===== src/include/pps_pkg.sv =====
// constants and types of the pushbutton power sequencer
package pps_pkg;
   // slow reference tick period and interval lengths
   localparam int unsigned SLOW_TICK_NS = 1_000_000;
   localparam int unsigned CLK_NS = 10;
   localparam int unsigned SLOW_TICK_CYC = SLOW_TICK_NS / CLK_NS;
   localparam int unsigned DEBOUNCE_MS = 32;
   localparam int unsigned INT_MIN_MS = 32;
   localparam int unsigned BLANK_MS = 512;
   localparam int unsigned LOCKOUT_MS = 1000;
   localparam int unsigned HOLD_TICKS = 16;
   localparam int unsigned CNT_W = 10;
   localparam int unsigned HOLD_W = 5;

   // sequencer states
   typedef enum logic [3:0] {
      PPS_INIT_LOCK,
      PPS_OFF_IDLE,
      PPS_ON_DEBOUNCE,
      PPS_BLANK,
      PPS_ON_RUN,
      PPS_OFF_DEBOUNCE,
      PPS_INT_MIN,
      PPS_HOLD_COUNT,
      PPS_INT_WAIT,
      PPS_WAIT_RELEASE,
      PPS_LOCKOUT
   } pps_state_e;

   // synchronised inputs
   typedef struct packed {
      logic button_n;
      logic sense;
      logic release_n;
      logic tick;
   } pps_in_s;
endpackage : pps_pkg


===== src/pps_sequencer.sv =====
// pushbutton power sequencer state machine
`timescale 1ns/1ps
`default_nettype none

// Contract
// - turn on after 32 ms steady press
// - supply sense rise also turns on
// - blanking holds enable, ignores inputs
// - held button ignored until seen high
// - monitor status follows supply sense
// - debounced press drives request, min width
// - release low clears request, drops enable
// - release low drops enable outside blanking
// - held button counts ticks, then forces off
// - button up during count aborts turn-off
// - lockout after off ignores inputs
// - lockout after a button-requested off waits for button high
// - sense fall turns off only if allowed
// - sense fall drives request at once
// - sense low after ticks forces off
// - button turn-on ignores supply sense
// - sense turn-on accepts both off triggers
// - variant without allow ignores sense fall
// - button has priority over simultaneous sense
// - sense high at power-up turns on
// - build option for enable polarity
// - tied tick never forces off
module pps_sequencer import pps_pkg::*; #(
   parameter int unsigned SLOW_CYC = SLOW_TICK_CYC,
   parameter bit EN_ACTIVE_HIGH = 1'b1,
   parameter bit HAS_OFF_ALLOW = 1'b1
) (
   // clock and reset
   input wire logic I_CLK,
   input wire logic I_RESET,
   // asynchronous pins
   input wire logic I_PUSHBUTTON_N,
   input wire logic I_SUPPLY_SENSE_IN,
   input wire logic I_POWER_RELEASE_N,
   input wire logic I_HOLD_TIMER_TICK,
   input wire logic I_MONITOR_OFF_ALLOW,
   // outputs
   output logic O_POWER_ENABLE,
   output logic O_SHUTDOWN_REQUEST_N_O,
   output logic O_SHUTDOWN_REQUEST_N_OE,
   output logic O_MONITOR_STATUS
);

   pps_in_s meta_q;
   pps_in_s sync_q;
   logic allow_meta_q;
   logic allow_q;
   logic sense_prev_q;
   logic tick_prev_q;
   logic [$clog2(SLOW_CYC+1)-1:0] div_q;
   logic slow_tick;
   logic [CNT_W-1:0] ms_q;
   logic [HOLD_W-1:0] hold_q;
   logic by_sense_q;
   logic seen_high_q;
   logic armed_q;
   logic from_button_q;
   logic en_q;
   logic req_q;
   logic mon_q;
   pps_state_e state_q;
   logic sense_rise;
   logic sense_fall;
   logic ext_tick;
   logic press;
   logic off_allowed;

   // two-stage synchronisers
   always_ff @(posedge I_CLK) begin
      if (I_RESET) begin
         meta_q <= '{1'b1, 1'b0, 1'b1, 1'b0};
         sync_q <= '{1'b1, 1'b0, 1'b1, 1'b0};
         allow_meta_q <= 1'b0;
         allow_q <= 1'b0;
      end else begin
         meta_q <= '{I_PUSHBUTTON_N, I_SUPPLY_SENSE_IN, I_POWER_RELEASE_N, I_HOLD_TIMER_TICK};
         sync_q <= meta_q;
         allow_meta_q <= I_MONITOR_OFF_ALLOW;
         allow_q <= allow_meta_q;
      end
   end

   // edge history
   always_ff @(posedge I_CLK) begin
      if (I_RESET) begin
         sense_prev_q <= 1'b0;
         tick_prev_q <= 1'b0;
      end else begin
         sense_prev_q <= sync_q.sense;
         tick_prev_q <= sync_q.tick;
      end
   end

   assign sense_rise = sync_q.sense & ~sense_prev_q;
   assign sense_fall = ~sync_q.sense & sense_prev_q;
   assign ext_tick = sync_q.tick & ~tick_prev_q;
   assign press = ~sync_q.button_n;
   assign off_allowed = HAS_OFF_ALLOW && allow_q && by_sense_q;

   // slow reference divider
   always_ff @(posedge I_CLK) begin
      if (I_RESET) begin
         div_q <= '0;
      end else if (slow_tick) begin
         div_q <= '0;
      end else begin
         div_q <= div_q + 1'b1;
      end
   end
   assign slow_tick = (div_q == ($clog2(SLOW_CYC+1))'(SLOW_CYC - 1));

   // main sequencer
   always_ff @(posedge I_CLK) begin
      if (I_RESET) begin
         state_q <= PPS_INIT_LOCK;
         ms_q <= '0;
         hold_q <= '0;
         by_sense_q <= 1'b0;
         seen_high_q <= 1'b1;
         armed_q <= 1'b0;
         from_button_q <= 1'b0;
         en_q <= 1'b0;
         req_q <= 1'b0;
      end else begin
         case (state_q)
            PPS_INIT_LOCK: begin
               if (slow_tick) begin
                  ms_q <= ms_q + 1'b1;
               end
               if (slow_tick && ms_q == CNT_W'(LOCKOUT_MS - 1)) begin
                  ms_q <= '0;
                  armed_q <= sync_q.sense;
                  state_q <= PPS_OFF_IDLE;
               end
            end
            PPS_OFF_IDLE: begin
               if (press) begin
                  ms_q <= '0;
                  by_sense_q <= 1'b0;
                  state_q <= PPS_ON_DEBOUNCE;
               end else if (sense_rise || armed_q) begin
                  ms_q <= '0;
                  by_sense_q <= 1'b1;
                  state_q <= PPS_ON_DEBOUNCE;
               end
               armed_q <= 1'b0;
            end
            PPS_ON_DEBOUNCE: begin
               if (!by_sense_q && !press) begin
                  ms_q <= '0;
                  by_sense_q <= sync_q.sense;
                  state_q <= sync_q.sense ? PPS_ON_DEBOUNCE : PPS_OFF_IDLE;
               end else begin
                  if (slow_tick) begin
                     ms_q <= ms_q + 1'b1;
                  end
                  if (slow_tick && ms_q == CNT_W'(DEBOUNCE_MS - 1)) begin
                     ms_q <= '0;
                     en_q <= 1'b1;
                     state_q <= PPS_BLANK;
                  end
               end
            end
            PPS_BLANK: begin
               if (slow_tick) begin
                  ms_q <= ms_q + 1'b1;
               end
               if (slow_tick && ms_q == CNT_W'(BLANK_MS - 1)) begin
                  ms_q <= '0;
                  seen_high_q <= sync_q.button_n;
                  if (!sync_q.release_n) begin
                     en_q <= 1'b0;
                     from_button_q <= 1'b0;
                     state_q <= PPS_WAIT_RELEASE;
                  end else begin
                     state_q <= PPS_ON_RUN;
                  end
               end
            end
            PPS_ON_RUN: begin
               if (sync_q.button_n) begin
                  seen_high_q <= 1'b1;
               end
               if (!sync_q.release_n) begin
                  en_q <= 1'b0;
                  from_button_q <= 1'b0;
                  state_q <= PPS_WAIT_RELEASE;
               end else if (press && seen_high_q) begin
                  ms_q <= '0;
                  state_q <= PPS_OFF_DEBOUNCE;
               end else if (sense_fall && off_allowed) begin
                  req_q <= 1'b1;
                  ms_q <= '0;
                  from_button_q <= 1'b0;
                  state_q <= PPS_INT_MIN;
               end
            end
            PPS_OFF_DEBOUNCE: begin
               if (!sync_q.release_n) begin
                  en_q <= 1'b0;
                  from_button_q <= 1'b0;
                  state_q <= PPS_WAIT_RELEASE;
               end else if (!press) begin
                  state_q <= PPS_ON_RUN;
               end else begin
                  if (slow_tick) begin
                     ms_q <= ms_q + 1'b1;
                  end
                  if (slow_tick && ms_q == CNT_W'(DEBOUNCE_MS - 1)) begin
                     ms_q <= '0;
                     req_q <= 1'b1;
                     by_sense_q <= 1'b0;
                     from_button_q <= 1'b1;
                     state_q <= PPS_INT_MIN;
                  end
               end
            end
            PPS_INT_MIN: begin
               if (slow_tick) begin
                  ms_q <= ms_q + 1'b1;
               end
               if (!sync_q.release_n) begin
                  req_q <= 1'b0;
                  en_q <= 1'b0;
                  state_q <= PPS_WAIT_RELEASE;
               end else if (slow_tick && ms_q == CNT_W'(INT_MIN_MS - 1)) begin
                  ms_q <= '0;
                  hold_q <= '0;
                  if (from_button_q ? press : !sync_q.sense) begin
                     state_q <= PPS_HOLD_COUNT;
                  end else begin
                     state_q <= PPS_INT_WAIT;
                  end
               end
            end
            PPS_HOLD_COUNT: begin
               if (!sync_q.release_n) begin
                  req_q <= 1'b0;
                  en_q <= 1'b0;
                  state_q <= PPS_WAIT_RELEASE;
               end else if (from_button_q && !press) begin
                  req_q <= 1'b0;
                  state_q <= PPS_ON_RUN;
               end else if (ext_tick) begin
                  hold_q <= hold_q + 1'b1;
                  if (hold_q == HOLD_W'(HOLD_TICKS - 1)) begin
                     if (from_button_q || !sync_q.sense) begin
                        req_q <= 1'b0;
                        en_q <= 1'b0;
                        state_q <= PPS_WAIT_RELEASE;
                     end else begin
                        // supply came back, so the host finishes the shutdown
                        state_q <= PPS_INT_WAIT;
                     end
                  end
               end
            end
            PPS_INT_WAIT: begin
               if (!sync_q.release_n) begin
                  req_q <= 1'b0;
                  en_q <= 1'b0;
                  state_q <= PPS_WAIT_RELEASE;
               end
            end
            PPS_WAIT_RELEASE: begin
               if (!from_button_q || sync_q.button_n) begin
                  ms_q <= '0;
                  state_q <= PPS_LOCKOUT;
               end
            end
            PPS_LOCKOUT: begin
               if (slow_tick) begin
                  ms_q <= ms_q + 1'b1;
               end
               if (slow_tick && ms_q == CNT_W'(LOCKOUT_MS - 1)) begin
                  ms_q <= '0;
                  state_q <= PPS_OFF_IDLE;
               end
            end
            default: begin
               state_q <= PPS_INIT_LOCK;
            end
         endcase
      end
   end

   // monitor status register
   always_ff @(posedge I_CLK) begin
      if (I_RESET) begin
         mon_q <= 1'b0;
      end else begin
         mon_q <= sync_q.sense;
      end
   end

   // output drive
   assign O_POWER_ENABLE = EN_ACTIVE_HIGH ? en_q : ~en_q;
   assign O_SHUTDOWN_REQUEST_N_O = 1'b0;
   assign O_SHUTDOWN_REQUEST_N_OE = req_q;
   assign O_MONITOR_STATUS = mon_q;

   // checks
   enable_blank_a: assert property (@(posedge I_CLK) disable iff (I_RESET)
      $rose(en_q) |-> en_q [*8])
      else $error("enable dropped early in blanking");
   release_off_a: assert property (@(posedge I_CLK) disable iff (I_RESET)
      (state_q == PPS_ON_RUN && !sync_q.release_n) |=> !en_q)
      else $error("release low did not drop enable");
   release_req_a: assert property (@(posedge I_CLK) disable iff (I_RESET)
      (state_q == PPS_INT_WAIT && !sync_q.release_n) |=> !req_q && !en_q)
      else $error("release did not end request");
   abort_hold_a: assert property (@(posedge I_CLK) disable iff (I_RESET)
      (state_q == PPS_HOLD_COUNT && from_button_q && sync_q.release_n && !press) |=> !req_q && en_q)
      else $error("abort did not restore request");
   monitor_follow_a: assert property (@(posedge I_CLK) disable iff (I_RESET)
      mon_q == $past(sync_q.sense))
      else $error("monitor status lags");
   sense_req_a: assert property (@(posedge I_CLK) disable iff (I_RESET)
      (state_q == PPS_ON_RUN && sync_q.release_n && !(press && seen_high_q) && sense_fall && off_allowed)
      |=> req_q)
      else $error("sense fall did not request");
   lockout_hold_a: assert property (@(posedge I_CLK) disable iff (I_RESET)
      (state_q == PPS_LOCKOUT) |=> !en_q)
      else $error("enable asserted in lockout");
   wait_button_a: assert property (@(posedge I_CLK) disable iff (I_RESET)
      (state_q == PPS_WAIT_RELEASE && from_button_q && !sync_q.button_n) |=> state_q == PPS_WAIT_RELEASE)
      else $error("lockout began with button held");
   req_min_a: assert property (@(posedge I_CLK) disable iff (I_RESET)
      ($rose(req_q) && sync_q.release_n) |=> req_q || !sync_q.release_n)
      else $error("request too short");
   cover_on_c: cover property (@(posedge I_CLK) $rose(en_q));
   cover_hold_c: cover property (@(posedge I_CLK) state_q == PPS_HOLD_COUNT);
   cover_sense_c: cover property (@(posedge I_CLK) sense_fall && off_allowed && state_q == PPS_ON_RUN);

endmodule : pps_sequencer

`default_nettype wire


===== config.mk =====
export PLATFORM = sky130hd
export DESIGN_NAME = pps_sequencer
export DESIGN_NICKNAME = d
export VERILOG_FILES = /design/src/include/pps_pkg.sv /design/src/pps_sequencer.sv
export SDC_FILE = /design/constraint.sdc
export NUM_CORES = 1
export LEC_CHECK = 0
export ABC_AREA = 1
export BUFFER_PORTS_ARGS = -buffer_cell sky130_fd_sc_hd__buf_2
export CAP_MARGIN = 20
export CORE_ASPECT_RATIO = 0.6
export CORE_MARGIN = 10
export CORE_UTILIZATION = 55
export DETAILED_ROUTE_END_ITERATION = 6
export HOLD_SLACK_MARGIN = 0.06
export PLACE_DENSITY_LB_ADDON = 0.25
export SLEW_MARGIN = 20
export SYNTH_ARGS = -nofsm -noshare
export SYNTH_HDL_FRONTEND = slang
export SYNTH_SLANG_ARGS = --single-unit

===== constraint.sdc =====
create_clock -name I_CLK -period 5 [get_ports I_CLK]
set_clock_uncertainty 0.1 [all_clocks]
set_input_delay 0.5 -clock I_CLK [delete_from_list [all_inputs] [get_ports I_CLK]]
set_output_delay 0.5 -clock I_CLK [all_outputs]
set_load 0.005 [all_outputs]

==> flow_summary_export.csv <==
group,metric,value,unit
yosys,synth_area_per_cell,6.54,µm²
yosys,synthDominantCellAreaShare,33.8,%
yosys,syn-num-nets,500,
setup_path,worstSetupPathType,"reg2reg",
yosys,ys.warnings.count,0,
floorplanning,die-area,9360,µm²
sta,finalHoldViolations,0,
sta,rsz0062_at_grt,"no",
setup_path,cp.required,5.12,ns
sta,max_freq,465,MHz
cts,post_cts_buffers,0,
layout,diodes,0,
setup_path,worstPathMaxFanout,9,
setup_path,cp-start-kind,"flop",
yosys,yosysMostFrequentCell,"nand2_1",
power_and_ir_drop,powerDensity,228,nW/µm²
floorplanning,core_area,5600,µm²
sta,period_minus_slack,2.15,ns
yosys,ys.flop_type,"dfxtp_1",
cts,cts_buffer_depth,2,
grt,grt_overflow,0,
placed_design,port_buffers,9,
placed_design,hpwl,6020,µm
outcome,status,"finished clean",
yosys,async_flop_share,0,%
power_and_ir_drop,finalPower,782,µW
setup_path,startpoint,"div_q[0]",
yosys,yosys_register_bits,54,
setup_path,r2r_start,"div_q[0]",
cts,clock-sinks,54,
floorplanning,die_width,118,µm
floorplanning,rows,21,
drt,postRouteAntennaNets,0,
sta,relSlewSlack,60.3,%
cts,clk_pin_slew,0.11,ns
job,maxCapViolCount,0,
sta,setup_violations,0,
yosys,ys_seq_area_share,33.8,%
min_path,min_from,"I_POWER_RELEASE_N",
cts,cts_tree,"built",
grt,track_usage,16.5,%
sta,hold_ws,0.251,ns
sta,setup_tns,0,ns
yosys,synthTopCellsByArea,"dfxtp_1 (34%), nand2_1 (12%), nor2_1 (10%), inv_1 (7.3%), nand3_1 (5.8%)",
sta,fin_crit_sh,43.0,%
placed_design,dp.cells,572,
power_and_ir_drop,p_leak,1.49,nW
min_path,hold_class,"in2reg",
yosys,synth_area,3200,µm²
layout,area_delta_synth_final,7.32,%
cts,cts_buffers,5,
setup_path,critPathArrivalTime,2.27,ns
sta,tightest_slew,0.591,ns
drt,vias,3044,
sta,slew_viol_final,0,
cts,cts_root_buf,"clkbuf_8",
power_and_ir_drop,peakVddDrop,0.210,mV
grt,grt_pass1_vias,2709,
setup_path,endpoint_kind,"flop",
cts,clock_latency,0.32,ns
yosys,synthTopCellsByCount,"nand2_1 (105), nor2_1 (89), inv_1 (62)",
drt,first_pass_iters,5,
grt,grt_pass1_wl,13000,µm
layout,finalNetCount,510,
yosys,syn_inst,489,
placed_design,gp_congestion,0.998,
layout,drive_gt1_share,13.4,%
drt,wl_per_cell,13.3,µm
grt,grt_max_degree,20,
drt,totalWireLength,7700,µm
drt,vias_per_cell,5.25,
floorplanning,io_pins,11,
cts,h-tree-depth,2,
drt,drc,0,
yosys,synth_cell_types,43,
floorplanning,die_h,79.1,µm
yosys,synth_area_leader_cell,"dfxtp_1",
drt,drt_iter0_drc,301,
floorplanning,initial_core_util,57.1,%
cts,cts_resized,0,
cts,cts_hold_buffers,0,
layout,fin_util,61.3,%
grt,antenna_found_initial,0,
yosys,synth-edff-count,0,
layout,layoutNonFillerInstCount,580,
setup_path,rrSetupSlack,2.85,ns
[cells in the final DEF, fill, tap and decap left out, types with 2 or more instances in the layout]
master,Yosys,final
nand2_1,105,105
nor2_1,89,89
inv_1,62,62
dfxtp_1,54,54
nand3_1,37,37
a21oi_1,23,23
nor3_1,13,13
nor2_2,10,10
o21ai_0,9,9
buf_2,2,9
nand2_2,8,8
nand4_1,8,8
inv_2,6,6
nor2_4,6,6
nor3b_1,6,6
or2_2,5,5
o21ai_2,5,5
clkbuf_8,0,5
ha_1,4,4
o21ai_1,3,3
xor2_1,3,3
nand2_4,2,2
nand3_2,2,2
nand3_4,2,2
a211oi_1,2,2
o211ai_1,2,2
or2_0,2,2
[worst max-delay path: stages (launching register included)]
cell and delay [ns]:
dfxtp_1 0.37, ha_1 0.17, nand2_1 0.12, nor2_2 0.14, nand3_1 0.11, nor2_2 0.19
nand3_1 0.17, nand2_1 0.20, nand2_2 0.14, nor2_1 0.14, xor2_1 0.15, nor2_1 0.05
[metrics by stage]
step,instance area (µm²),setup slack (ns)
global placement,3310,2.84
floorplan,3200,3.23
finish,3430,2.85
global route,3430,2.62
CTS,3430,2.85
detailed placement,3310,2.78
[final cells by class]
cell class                 count  area, µm²
tap                           80        100
multi-input combinational    360       1830
clock inverter                 3       48.8
clock buffer                   5       68.8
fill                         537       2160
inverter                      69        259
timing repair buffer           9       45.0
sequential                    54       1080
[state kept, by name, summed over array words and instances, names as in the netlist, 4 cells and up]
name	flops
hold_q	5
meta_q	4
ms_q	10
div_q	17
state_q	4
sync_q	4
[metal layers]
metal | vias to the layer above | track usage (%) | wire length, µm
li1 | 1581 | - | -
met1 | 1323 | 25.1 | 4100
met2 | 130 | 22.2 | 2850
met3 | 10 | 4.80 | 687
met4 | 0 | 2.79 | 62
met5 | - | 0 | 0
[report_power, final]
part           switching, mW  total (mW)  internal (mW)
combinational         0.0168      0.0250        0.00823
clock                  0.164       0.317          0.153
sequential           0.00416       0.440          0.436
[cells by family after synthesis]
family	synth area share, %
AOI/OAI and AO/OA	9.74
xor gates and xnor gates	0.822
adders and majority gates	1.57
buffers and inverters	9.00
DFF	33.8
other	0.117
and+or+nand+nor	45.0
[final timing paths]
kind	endpoint	depth (start not counted)
setup / recovery	hold_q[3]	11
hold / removal	meta_q[1]	2
setup reg to reg	hold_q[3]	11
hold reg to reg	allow_q	2
Note: power is estimated with default switching activity, not from simulation.
